==> config.mk <==
export PLATFORM = sky130hd
export DESIGN_NAME = smsp_port
export DESIGN_NICKNAME = d
export VERILOG_FILES = /design/src/smsp_pkg.sv /design/src/smsp_port.sv
export VERILOG_INCLUDE_DIRS = /design/src
export SDC_FILE = /design/constraint.sdc
export NUM_CORES = 1
export LEC_CHECK = 0
export BUFFER_PORTS_ARGS = -buffer_cell sky130_fd_sc_hd__buf_4
export CAP_MARGIN = 30
export CELL_PAD_IN_SITES_DETAIL_PLACEMENT = 2
export CELL_PAD_IN_SITES_GLOBAL_PLACEMENT = 2
export CORE_UTILIZATION = 45
export DETAILED_ROUTE_END_ITERATION = 8
export GPL_ROUTABILITY_DRIVEN = 1
export GPL_TIMING_DRIVEN = 0
export PLACE_DENSITY = 0.87
export SYNTH_ARGS = -nofsm -noshare
export SYNTH_HDL_FRONTEND = slang
export SYNTH_SLANG_ARGS = --single-unit
==> constraint.sdc <==
create_clock -name clk -period 7.2 [get_ports clk]
set_input_delay 1.44 -clock clk [delete_from_list [all_inputs] [get_ports clk]]
set_output_delay 1.44 -clock clk [all_outputs]
set_load 0.03 [all_outputs]
==> src/smsp_consts.svh <==
`ifndef SMSP_CONSTS_SVH
`define SMSP_CONSTS_SVH
// Notes on behaviour
// RQ1: 16-bit shifter exchanges 8 or 16 bits
// RQ2: completion sets done flag, irq if enabled
// RQ3: finished word moves into receive buffer
// RQ4: full receive buffer: overflow, new word lost
// RQ5: overflow set: serial clock edges ignored
// RQ6: transmit double-buffered, reload after each word
// RQ7: one buffer: write transmits, read receives
// RQ8: master drives clock pin, slave receives it
// RQ9: master starts as soon as data written
// RQ10: master done mid last bit, slave on latch
// RQ11: slave select gates slave and output pin
// RQ12: select rising resets counters, restart at msb
// RQ13: master clock is system/4 then two prescalers
// RQ14: edge bit picks which edge changes data
// RQ15: polarity bit picks idle clock level
// RQ16: size bit picks 16 or 8 bit words
// RQ17: size change resets the port
// RQ18: out from bit 7 or 15, in at 0
// RQ19: output disable releases serial output pin
// RQ20: framed mode, frame pin direction selectable
// RQ21: frame pulse one clock high, data after
// RQ22: sleep aborts transfer, keeps registers
// RQ23: stop-in-idle halts port during idle
// RQ24: overflow stays until cleared, then resumes
`define SMSP_DW         16
`define SMSP_BYTE_N     5'd8
`define SMSP_WORD_N     5'd16
`define SMSP_LOW_MASK   16'h00ff
`define SMSP_FULL_MASK  16'hffff
`define SMSP_MSB8       7
`define SMSP_MSB16      15
`define SMSP_BASE_HALF  2
`define SMSP_FIFO_DEPTH 16
`define SMSP_FIFO_AW    4
`endif

==> src/smsp_pkg.sv <==
`include "smsp_consts.svh"
package smsp_pkg;
  typedef enum logic [1:0] {SMSP_IDLE, SMSP_RUN, SMSP_LAST} smsp_ms_e;

  // half period of master clock in system cycles
  function automatic logic [10:0] smsp_half(input logic [1:0] pp, input logic [2:0] sp);
    logic [6:0] p;
    p = (pp == 2'h0) ? 7'h40 : (pp == 2'h1) ? 7'h10 : (pp == 2'h2) ? 7'h04 : 7'h01;
    return 11'(`SMSP_BASE_HALF * p * (4'h8 - {1'b0, sp}));
  endfunction : smsp_half

  // bit presented on the serial output
  function automatic logic smsp_msb(input logic [15:0] sr, input logic ws);
    return ws ? sr[`SMSP_MSB16] : sr[`SMSP_MSB8];
  endfunction : smsp_msb
endpackage : smsp_pkg

==> src/smsp_port.sv <==
`include "smsp_consts.svh"
module smsp_fifo #(
  parameter int W  = `SMSP_DW,
  parameter int D  = `SMSP_FIFO_DEPTH,
  parameter int AW = `SMSP_FIFO_AW
) (
  input  wire logic         clk,       // system clock
  input  wire logic         reset_n,   // sync reset
  input  wire logic         clk_en,    // freeze when low
  input  wire logic         in_valid,  // write request
  output logic              in_ready,  // room left
  input  wire logic [W-1:0] in_data,   // write word
  output logic              out_valid, // word waiting
  input  wire logic         out_ready, // drain accepts
  output logic      [W-1:0] out_data   // oldest word
);
  logic [W-1:0]  mem [D];
  logic [AW-1:0] wp_r, wp_nxt, rp_r, rp_nxt;
  logic [AW:0]   cnt_r, cnt_nxt;
  logic          push, pop;

  // handshake and read port
  assign in_ready  = (cnt_r != (AW+1)'(D));
  assign out_valid = (cnt_r != '0);
  assign out_data  = mem[rp_r];
  assign push      = in_valid & in_ready & clk_en;
  assign pop       = out_valid & out_ready & clk_en;

  // pointer and count update
  always_comb begin
    wp_nxt  = push ? wp_r + 1'b1 : wp_r;
    rp_nxt  = pop ? rp_r + 1'b1 : rp_r;
    cnt_nxt = cnt_r + (AW+1)'(push) - (AW+1)'(pop);
  end

  always_ff @(posedge clk) begin
    if (!reset_n) begin
      wp_r  <= '0;
      rp_r  <= '0;
      cnt_r <= '0;
    end else if (clk_en) begin
      wp_r  <= wp_nxt;
      rp_r  <= rp_nxt;
      cnt_r <= cnt_nxt;
    end
  end

  // storage write
  always_ff @(posedge clk) begin
    if (push) begin
      mem[wp_r] <= in_data;
    end
  end
endmodule : smsp_fifo

module smsp_port
  import smsp_pkg::*;
(
  input  wire logic        clk,                   // 10 MHz system clock
  input  wire logic        reset_n,               // sync reset
  input  wire logic        clk_en,                // freeze when low
  input  wire logic        port_enable,           // module on
  input  wire logic        master_mode,           // 1 master, 0 slave
  input  wire logic        word_size_select,      // 1 16-bit, 0 8-bit
  input  wire logic        clock_polarity,        // idle clock level
  input  wire logic        clock_edge_select,     // 1 change on active-to-idle
  input  wire logic        serial_out_disable,    // release output pin
  input  wire logic        framed_mode_enable,    // select pin is frame pulse
  input  wire logic        frame_sync_direction,  // 1 frame input, 0 output
  input  wire logic        slave_select_enable,   // select pin gates slave
  input  wire logic [1:0]  primary_prescale,      // 64/16/4/1
  input  wire logic [2:0]  secondary_prescale,    // 8..1
  input  wire logic        stop_in_idle,          // halt during cpu idle
  input  wire logic        cpu_idle,              // cpu idle state
  input  wire logic        cpu_sleep,             // cpu sleep state
  input  wire logic        tx_valid,              // data buffer write
  output logic             tx_ready,              // write accepted
  input  wire logic [15:0] tx_data,               // write word
  input  wire logic        rx_rd,                 // data buffer read pulse
  output logic      [15:0] rx_data,               // receive buffer
  output logic             rx_full,               // unread word present
  output logic             receive_overflow_flag, // word lost
  input  wire logic        ovf_clear,             // clear overflow pulse
  output logic             port1_done_flag,       // transfer complete
  input  wire logic        done_clear,            // clear done pulse
  input  wire logic        port1_done_irq_enable, // done irq gate
  output logic             done_irq,              // done request
  input  wire logic        serial_clock_pin_in,   // clock pin level
  output logic             serial_clock_pin_out,  // clock pin drive
  output logic             serial_clock_pin_oe,   // clock pin enable
  input  wire logic        serial_in_pin,         // data in pin
  output logic             serial_out_pin,        // data out pin
  output logic             serial_out_pin_oe,     // data out enable
  input  wire logic        slave_select_pin_in,   // select or frame in
  output logic             slave_select_pin_out,  // frame pulse out
  output logic             slave_select_pin_oe    // frame pin enable
);
  logic        sck_m, sck_s, sck_d, sdi_m, sdi_s, ss_m, ss_s, ss_d;
  logic [15:0] serial_shift_reg_r, sr_nxt;
  logic [15:0] receive_holding_buffer_r, rxb_nxt;
  logic [15:0] transmit_holding_buffer_r, txb_nxt;
  logic [15:0] fifo_data, rx_word;
  logic [10:0] div_r, div_nxt, half;
  logic [4:0]  bit_cnt_r, bit_nxt, nbits;
  smsp_ms_e    ms_r, ms_nxt;
  logic        act_r, act_nxt, out_r, out_nxt, fs_r, fs_nxt, armed_r, armed_nxt;
  logic        hold_v_r, hold_v_nxt, loaded_r, loaded_nxt, full_r, full_nxt;
  logic        ovf_r, ovf_nxt, done_r, done_nxt, size_d_r;
  logic        fifo_v, active, size_chg, ss_gate, soft_rst, gen_edge, sck_chg;
  logic        lead, trail, ok, samp, chg, done, load, fs_fall, fr_in, fr_out;

  // transmit fifo feeding the holding buffer
  smsp_fifo #(.W(`SMSP_DW), .D(`SMSP_FIFO_DEPTH), .AW(`SMSP_FIFO_AW)) u_fifo (
    .clk       (clk),
    .reset_n   (reset_n),
    .clk_en    (clk_en),
    .in_valid  (tx_valid),
    .in_ready  (tx_ready),
    .in_data   (tx_data),
    .out_valid (fifo_v),
    .out_ready (~hold_v_r),
    .out_data  (fifo_data)
  );

  // pin synchronisers, third stage for edges
  always_ff @(posedge clk) begin
    if (!reset_n) begin
      {sck_m, sck_s, sck_d} <= 3'h0;
      {sdi_m, sdi_s}        <= 2'h0;
      {ss_m, ss_s, ss_d}    <= 3'h7;
    end else if (clk_en) begin
      {sck_m, sck_s, sck_d} <= {serial_clock_pin_in, sck_m, sck_s};
      {sdi_m, sdi_s}        <= {serial_in_pin, sdi_m};
      {ss_m, ss_s, ss_d}    <= {slave_select_pin_in, ss_m, ss_s};
    end
  end

  // shared decode of mode, edges and events
  always_comb begin
    active   = port_enable & ~cpu_sleep & ~(cpu_idle & stop_in_idle); // RQ22 RQ23
    size_chg = word_size_select != size_d_r; // RQ17
    ss_gate  = ~master_mode & slave_select_enable & ~framed_mode_enable & ss_s; // RQ11
    soft_rst = ~active | size_chg | ss_gate; // RQ12
    nbits    = word_size_select ? `SMSP_WORD_N : `SMSP_BYTE_N; // RQ16
    half     = smsp_half(primary_prescale, secondary_prescale); // RQ13
    gen_edge = (ms_r != SMSP_IDLE) & (div_r == half - 11'h1);
    sck_chg  = sck_s ^ sck_d;
    fr_in    = framed_mode_enable & frame_sync_direction; // RQ20
    fr_out   = framed_mode_enable & ~frame_sync_direction;
    fs_fall  = ss_d & ~ss_s;
    lead     = master_mode ? gen_edge & ~act_r : sck_chg & (sck_s ^ clock_polarity); // RQ8
    trail    = master_mode ? gen_edge & act_r : sck_chg & ~(sck_s ^ clock_polarity);
    ok       = (~framed_mode_enable | armed_r) & ~ovf_r & ~soft_rst; // RQ5 RQ21
    samp     = ok & (clock_edge_select ? lead : trail); // RQ14
    chg      = ok & (clock_edge_select ? trail : lead);
    done     = samp & (bit_cnt_r == nbits - 5'h1); // RQ1 RQ10
    rx_word  = {serial_shift_reg_r[14:0], sdi_s}
             & (word_size_select ? `SMSP_FULL_MASK : `SMSP_LOW_MASK);
    load     = ~soft_rst & ~ovf_r & ~loaded_r & hold_v_r & (bit_cnt_r == 5'h0)
             & (ms_r == SMSP_IDLE); // RQ6
  end

  // next state of the transfer engine and buffers
  always_comb begin
    ms_nxt     = ms_r;
    div_nxt    = div_r;
    act_nxt    = act_r;
    bit_nxt    = bit_cnt_r;
    sr_nxt     = serial_shift_reg_r;
    out_nxt    = out_r;
    loaded_nxt = loaded_r;
    fs_nxt     = fs_r;
    armed_nxt  = armed_r;
    txb_nxt    = transmit_holding_buffer_r;
    hold_v_nxt = hold_v_r;
    rxb_nxt    = receive_holding_buffer_r;
    full_nxt   = full_r & ~rx_rd; // RQ7
    ovf_nxt    = ovf_r & ~ovf_clear; // RQ24
    done_nxt   = done_r & ~done_clear;
    if (~hold_v_r & fifo_v) begin
      txb_nxt    = fifo_data;
      hold_v_nxt = 1'b1;
    end
    // master clock generator
    if (ms_r != SMSP_IDLE) begin
      div_nxt = gen_edge ? 11'h0 : div_r + 11'h1;
      act_nxt = act_r ^ gen_edge;
    end
    if (load) begin
      sr_nxt     = transmit_holding_buffer_r; // RQ6
      out_nxt    = smsp_msb(transmit_holding_buffer_r, word_size_select); // RQ18
      loaded_nxt = 1'b1;
      hold_v_nxt = 1'b0;
      if (master_mode) begin
        ms_nxt = SMSP_RUN; // RQ9
      end
    end
    if (samp) begin
      sr_nxt  = {serial_shift_reg_r[14:0], sdi_s}; // RQ1 RQ18
      bit_nxt = bit_cnt_r + 5'h1;
    end
    if (chg) begin
      out_nxt = smsp_msb(serial_shift_reg_r, word_size_select); // RQ18
    end
    if (ms_r == SMSP_LAST && gen_edge) begin
      ms_nxt = SMSP_IDLE;
    end
    // frame pulse generate or receive
    if (fr_out & ~armed_r & lead & (loaded_r | load)) begin
      fs_nxt = ~fs_r; // RQ21
      armed_nxt = fs_r;
    end
    if (fr_in & fs_fall) begin
      armed_nxt = 1'b1; // RQ21
    end
    if (done) begin
      bit_nxt    = 5'h0;
      loaded_nxt = 1'b0;
      armed_nxt  = 1'b0;
      done_nxt   = 1'b1; // RQ2
      if (master_mode) begin
        ms_nxt = lead ? SMSP_LAST : SMSP_IDLE; // RQ10
      end
      if (full_r & ~rx_rd) begin
        ovf_nxt = 1'b1; // RQ4
      end else begin
        rxb_nxt  = rx_word; // RQ3
        full_nxt = 1'b1;
      end
    end
    if (soft_rst) begin
      ms_nxt     = SMSP_IDLE; // RQ12 RQ17 RQ22
      div_nxt    = 11'h0;
      act_nxt    = 1'b0;
      bit_nxt    = 5'h0;
      loaded_nxt = 1'b0;
      fs_nxt     = 1'b0;
      armed_nxt  = 1'b0;
    end
  end

  always_ff @(posedge clk) begin
    if (!reset_n) begin
      ms_r                      <= SMSP_IDLE;
      div_r                     <= 11'h0;
      act_r                     <= 1'b0;
      bit_cnt_r                 <= 5'h0;
      serial_shift_reg_r        <= 16'h0000;
      out_r                     <= 1'b0;
      loaded_r                  <= 1'b0;
      fs_r                      <= 1'b0;
      armed_r                   <= 1'b0;
      transmit_holding_buffer_r <= 16'h0000;
      hold_v_r                  <= 1'b0;
      receive_holding_buffer_r  <= 16'h0000;
      full_r                    <= 1'b0;
      ovf_r                     <= 1'b0;
      done_r                    <= 1'b0;
      size_d_r                  <= 1'b0;
    end else if (clk_en) begin
      ms_r                      <= ms_nxt;
      div_r                     <= div_nxt;
      act_r                     <= act_nxt;
      bit_cnt_r                 <= bit_nxt;
      serial_shift_reg_r        <= sr_nxt;
      out_r                     <= out_nxt;
      loaded_r                  <= loaded_nxt;
      fs_r                      <= fs_nxt;
      armed_r                   <= armed_nxt;
      transmit_holding_buffer_r <= txb_nxt;
      hold_v_r                  <= hold_v_nxt;
      receive_holding_buffer_r  <= rxb_nxt;
      full_r                    <= full_nxt;
      ovf_r                     <= ovf_nxt;
      done_r                    <= done_nxt;
      size_d_r                  <= word_size_select;
    end
  end

  // pins and status
  assign serial_clock_pin_out  = clock_polarity ^ act_r; // RQ15
  assign serial_clock_pin_oe   = active & master_mode; // RQ8
  assign serial_out_pin        = out_r;
  assign serial_out_pin_oe     = active & ~serial_out_disable & ~ss_gate; // RQ11 RQ19
  assign slave_select_pin_out  = fs_r;
  assign slave_select_pin_oe   = active & fr_out; // RQ20
  assign rx_data               = receive_holding_buffer_r;
  assign rx_full               = full_r;
  assign receive_overflow_flag = ovf_r;
  assign port1_done_flag       = done_r;
  assign done_irq              = done_r & port1_done_irq_enable; // RQ2
endmodule : smsp_port

# --- Word-level counts from Yosys, hierarchy flattened ---
# Memory sizes are Yosys's and may differ from the RTL's. A register that Yosys moved wholly into a read port is not among the register bits.
# Index checks and enable logic that the tools add are counted.
totals:
  regBits: 81
  latchBits: 0
  ram_bits: 256
  mem_bits_ro: 0
  out_inout_bits: 27
  mem_count: 1
mem_list:
  columns: ["name", "depth", "word_bits", "rd", "rd_clocked_by_memory_dff", "write_ports", "line", "rtl"]
  rows:
  - ["u_fifo.mem", 16, 16, 1, 1, 1, "smsp_port.sv:17", "logic [W-1:0] mem [D];"]
classes:
  add_sub_neg: 9
  multipliers: 1
  div_mod_pow: 0
  order_cmp: 0
  eq_ne: 7
  n_shift: 0
  muxes: 47
  bitwise: 70
  n_reduce_logical: 27
ops:
  columns: ["operator", "n"]
  rows:
  - ["$mux W16", 3]
  - ["$and A1 B1 Y1", 40]
  - ["$mux W11", 3]
  - ["$mul A7 B32 Y10", 1]
  - ["$mux W1", 27]
  - ["$mux W5", 5]
  - ["$reduce_and A2 Y1", 11]
  - ["$not A1 Y1", 21]
  - ["$and A16 B16 Y16", 1]
  - ["$mux W2", 7]
  - ["$reduce_bool A2 Y1", 6]
  - ["$add A11 B1 Y11 const B", 1]
  - ["$eq A11 B11 Y1", 1]
  - ["$sub A11 B1 Y11 const B", 1]
  - ["$add A4 B1 Y4 const B", 2]
  - ["$mux W7", 1]
  - ["$reduce_bool A3 Y1", 2]
  - ["$add A5 B1 Y5", 1]
  - ["$add A5 B1 Y5 const B", 1]
  - ["$eq A5 B5 Y1", 1]
  - ["$logic_not A5 Y1", 1]
  - ["$ne A5 B5 Y1 const B", 1]
  - ["$reduce_bool A5 Y1", 1]
  - ["$sub A4 B3 Y5 const A", 1]
  - ["other kinds (13)", 21]

# --- Longest topological paths before layout ---
logic_depth:
  ltp_word: 18
  depth_mapped: 27

# --- Modules after synthesis ---
# Synthesis repeated with hierarchy kept, for this count alone.
hier_totals:
  cells_unflattened: 1055
  hier_area_um2: 15265.9
by_module_without_submodules:
  columns: ["mod", "instances", "cells_per_inst", "area_each_um2", "seq_area_each_um2"]
  rows:
  - ["smsp_fifo", 1, 511, 10704.0, 8027.7]
  - ["smsp_port", 1, 544, 4561.9, 1681.6]

# --- Least setup slack after synthesis ---
# No wires, ideal clock.
synth_timing:
  kind: "input port to flip-flop"
  from: "input port secondary_prescale[0]"
  to: "register receive_holding_buffer_r[13] (netlist: rx_data[13])"
  setup_ns: 0.070
  arrival_ns: 6.400
  t_required_ns: 7.130
  setup_slack_ns: 0.730
  cell_stages: 27
  cell_sequence: "inv_1 -> ha_1 -> inv_1 -> nor3_1 -> ha_1 -> ha_1 -> ha_1 -> ha_1 -> a41o_1 -> a21oi_1 -> xnor3_1 -> or2_0 -> a211oi_2 -> o2111ai_1 -> inv_1 -> ha_1 -> nand2b_1 -> o31ai_1 -> mux2_2 -> nor2_1 -> and2_1 -> buf_2 -> and3_1 -> buf_2 -> buf_4 -> nand3_1 -> a21oi_1"
synth_between:
  elab_chain_len: 11
synth_rtl:
  columns: ["element", "line", "rtl"]
  rows:
  - ["start: declaration", "smsp_port.sv:72", "input wire logic [2:0] secondary_prescale,"]
  - ["$sub A4 B3 Y5 *", "smsp_pkg.sv:9", "return 11'(`SMSP_BASE_HALF * p * (4'h8 - {1'b0, sp}));"]
  - ["$mul A7 B32 Y10 (no source line) *", null, null]
  - ["$sub A11 B1 Y11 *", "smsp_port.sv:146", "gen_edge = (ms_r != SMSP_IDLE) & (div_r == half - 11'h1);"]
  - ["$eq A11 B11 Y1 *", "smsp_port.sv:146", null]
  - ["$and A1 B1 Y1 *", "smsp_port.sv:146", null]
  - ["$and A1 B1 Y1 (on tied branches)", "smsp_port.sv:152, smsp_port.sv:151", null]
  - ["$mux W1 (on tied branches)", "smsp_port.sv:152, smsp_port.sv:151", null]
  - ["$mux W1 *", "smsp_port.sv:154", "samp = ok & (clock_edge_select ? lead : trail);"]
  - ["$and A1 B1 Y1 *", "smsp_port.sv:154", null]
  - ["$and A1 B1 Y1 *", "smsp_port.sv:156", "done = samp & (bit_cnt_r == nbits - 5'h1);"]
  - ["$reduce_and A3 Y1 (no source line) *", null, null]
  - ["end signal: assignment", "smsp_port.sv:272", "receive_holding_buffer_r <= rxb_nxt;"]
  - ["end: declaration", "smsp_port.sv:100", "logic [15:0] receive_holding_buffer_r, rxb_nxt;"]
# Every way passes the cells marked *; elsewhere a longest branch is shown, timed or not.
# A chain may end at the register's enable or synchronous reset.

# --- Worst setup path in the final report ---
# Ends and elaborated chain as after synthesis.

==> results_dict.tcl <==
set metrics [dict create \
    cts_buffer_depth 3 \
    clockRootBuffer "clkbuf_16" \
    arrival_ps 7300 \
    final-instance-count-excl-fill 1622 \
    fp.dieH_um 185 \
    diodes 0 \
    syn-num-nets 1103 \
    hold_class "register to register" \
    drive_gt1_share_pct 23.6 \
    core_sq_um 32700 \
    die_width_um 185 \
    cellLeakagePower_nw 6.01 \
    crit_fanout 10 \
    start_util_pct 45.9 \
    grtUsageTotal_pct 30.0 \
    overflow 0 \
    synth_xor_area_share_pct 2.13 \
    syn_area_sq_um 15000 \
    dr_total_vias 9786 \
    startpoint_type "input pin" \
    path_clk_slew_ps 60 \
    syn-instance-count 1022 \
    cpPeakStageDelay_ps 480 \
    drt_iter0_drc 593 \
    ys_ff_latch 353 \
    layout_common_cells "256 x edfxtp_1, 97 x dfxtp_1, 91 x nand2_1" \
    wl_per_cell_um 30.2 \
    synth_mux_area_share_pct 14.3 \
    yosys-top-cells-area "edfxtp_1 51%, dfxtp_1 13%, mux4_2 12%" \
    maxSlewHeadroom_pct 28.6 \
    ys_warn_count 0 \
    cts_hold_buffers 0 \
    setup_viol 0 \
    routed_wl_mm 49.0 \
    yosysTopAreaCellShare_pct 51.2 \
    maxCapViolCount 0 \
    dr.pass1.iters 5 \
    p_per_area_nw_per_um2 293 \
    run_status "complete, no violations" \
    seq_area_frac_synth_pct 64.1 \
    cp-end-kind "register" \
    gp_congestion 0.797 \
    final_common_cell "edfxtp_1" \
    yosysTopAreaCell "edfxtp_1" \
    crit_path_top_delay_cell "xnor3_2" \
    dp_hpwl_mm 31.3 \
    syn_avg_cell_area_sq_um 14.7 \
    path_buf_inv 7 \
    critical_path_class "input pin to register" \
    grt_pass1_wl_mm 72.3 \
    ir_drop_uv 219 \
    synth-edff-count 256 \
    tightest_slew_ps 1070 \
    drc 0 \
    hold_viol_final 0 \
    place_inst 1554 \
    synth_top_family_by_area "multiplexers" \
    synthArstFlopShare_pct 0 \
    yosys.area_share.simple_pct 8.78 \
    fin_ws_ps 338 \
    fmax_mhz 146 \
    dpl_worst_slack_ps -416 \
    fillers 2967 \
    synth_compound_area_share_pct 5.13 \
    port_buffers 67 \
    io_pins 71 \
    design.die.area_sq_um 34100 \
    final_max_slew_viol_count 0 \
    synthAdderAreaFrac_pct 3.18 \
    placementRows 66 \
    crit_top_cell "ha_1" \
    cts_buffers 37 \
    hold_slack_ps 458 \
    syn2layout_area_growth_pct 18.2 \
    vias_per_cell 6.03 \
    htreeDepth 2 \
    cts_sinks 353 \
    first_global_vias 10900 \
    min_period_ps 6860 \
    grt_max_degree 17 \
    insertion_delay_ps 530 \
    yosys.cell_types.count 62 \
    fin_nets 1235 \
    ant_nets 0 \
    cts_tree "yes" \
    ys.flop_type "edfxtp_1" \
    fin_skew_ps 23.9 \
    antenna_found_initial 0 \
    fin_crit_sh_pct 95.3 \
    path_delay_family "adder cells" \
    grt_setup_unrepaired "no" \
    critPathRequiredTime_ps 7640 \
]
final cells by class:
type                            count  area, sq um  area share [%]
Tap cell                          442          553            3.11
Multi-Input combinational cell    583         5100            28.7
Timing Repair Buffer               93          902            5.08
Sequential cell                   353         9630            54.2
Inverter                           30          113           0.634
Clock buffer                       43          968            5.45
Buffer                             56          251            1.42
Clock inverter                     22          244            1.37
routing by layer:
metal	GRT usage, %	part of all wire [%]	up-vias
li1	-	-	4167
met5	0	0	-
met3	4.98	5.1	136
met1	34.7	37	5110
met2	54.2	53	373
met4	13.5	4.6	0
synthesized netlist by cell type (2+ instances only):
library cell / n
o21a_1: 2
nor3b_1: 3
mux2i_1: 32
a21oi_1: 44
nor3_1: 14
a31oi_1: 10
a221oi_1: 2
fa_1: 2
nand4bb_1: 2
mux2_2: 2
xor2_1: 15
nand2_1: 91
nand3_1: 16
nand4_1: 13
and3_1: 9
and3b_1: 3
buf_1: 8
nand4b_1: 4
inv_1: 29
nand2b_1: 11
a41oi_1: 5
a21o_1: 2
a32oi_1: 3
nor4_1: 3
nor2b_1: 4
nor2_1: 91
dfxtp_1: 97
and2_1: 3
clkbuf_1: 31
mux4_2: 80
xnor2_1: 19
a211oi_1: 19
buf_2: 11
edfxtp_1: 256
o21ai_0: 15
o2111ai_1: 2
ha_1: 35
buf_4: 5
o211ai_1: 4
o31ai_1: 3
power by group:
part	internal (W)	total (W)	switching, W	leakage, nW
Clock	0.00115	0.00199	0.000840	0.592
Combinational	0.000408	0.000935	0.000527	2.32
Sequential	0.00223	0.00228	0.0000480	3.09
Total	0.00379	0.00520	0.00142	6.01
state kept, by name, indices dropped and copies added (netlist names), 2 cells and up:
signal	flops
bit_cnt_r	5
ms_r	2
rx_data	16
u_fifo.wp_r	4
u_fifo.cnt_r	5
serial_shift_reg_r	16
u_fifo.rp_r	4
div_r	11
transmit_holding_buffer_r	16
u_fifo.mem	256
tightest hold or removal path, stage by stage (launching register included):
cell,delay (ps)
dfxtp_1,310
nand2_1,50
a21oi_1,50
through the flow:
step	cell area (sq um)	TNS, ps	util, %	power (W)
floorplan	15000	0	-	0.00288
global placement	16100	-5310	49.2	0.00310
detailed placement	16500	-8720	50.5	0.00321
CTS	17700	0	54.2	0.00522
global route	17800	0	54.3	0.00535
finish	17800	0	54.3	0.00520
cells by family after synthesis:
family,count (synthesis)
adders and majority gates,37
DFF,353
xor gates and xnor gates,35
buffers and inverters,86
muxes,114
and+or+nand+nor,278
AOI/OAI and AO/OA,119
worst paths after layout:
check	from	to	slack, ps	cells past startpoint
worst max-delay path	secondary_prescale[0]	rx_data[13]	340	28
worst min-delay path	rx_data[14]	rx_data[14]	460	2
worst max register to register	u_fifo.cnt_r[3]	u_fifo.cnt_r[4]	3140	21
worst min register to register	rx_data[14]	rx_data[14]	460	2
timing repair:
action	in CTS	in global routing
setup buffers	0	1
endpoints found under the setup margin	0	28
resized for setup	0	7
No activity file was read; power rests on OpenSTA's default activity.
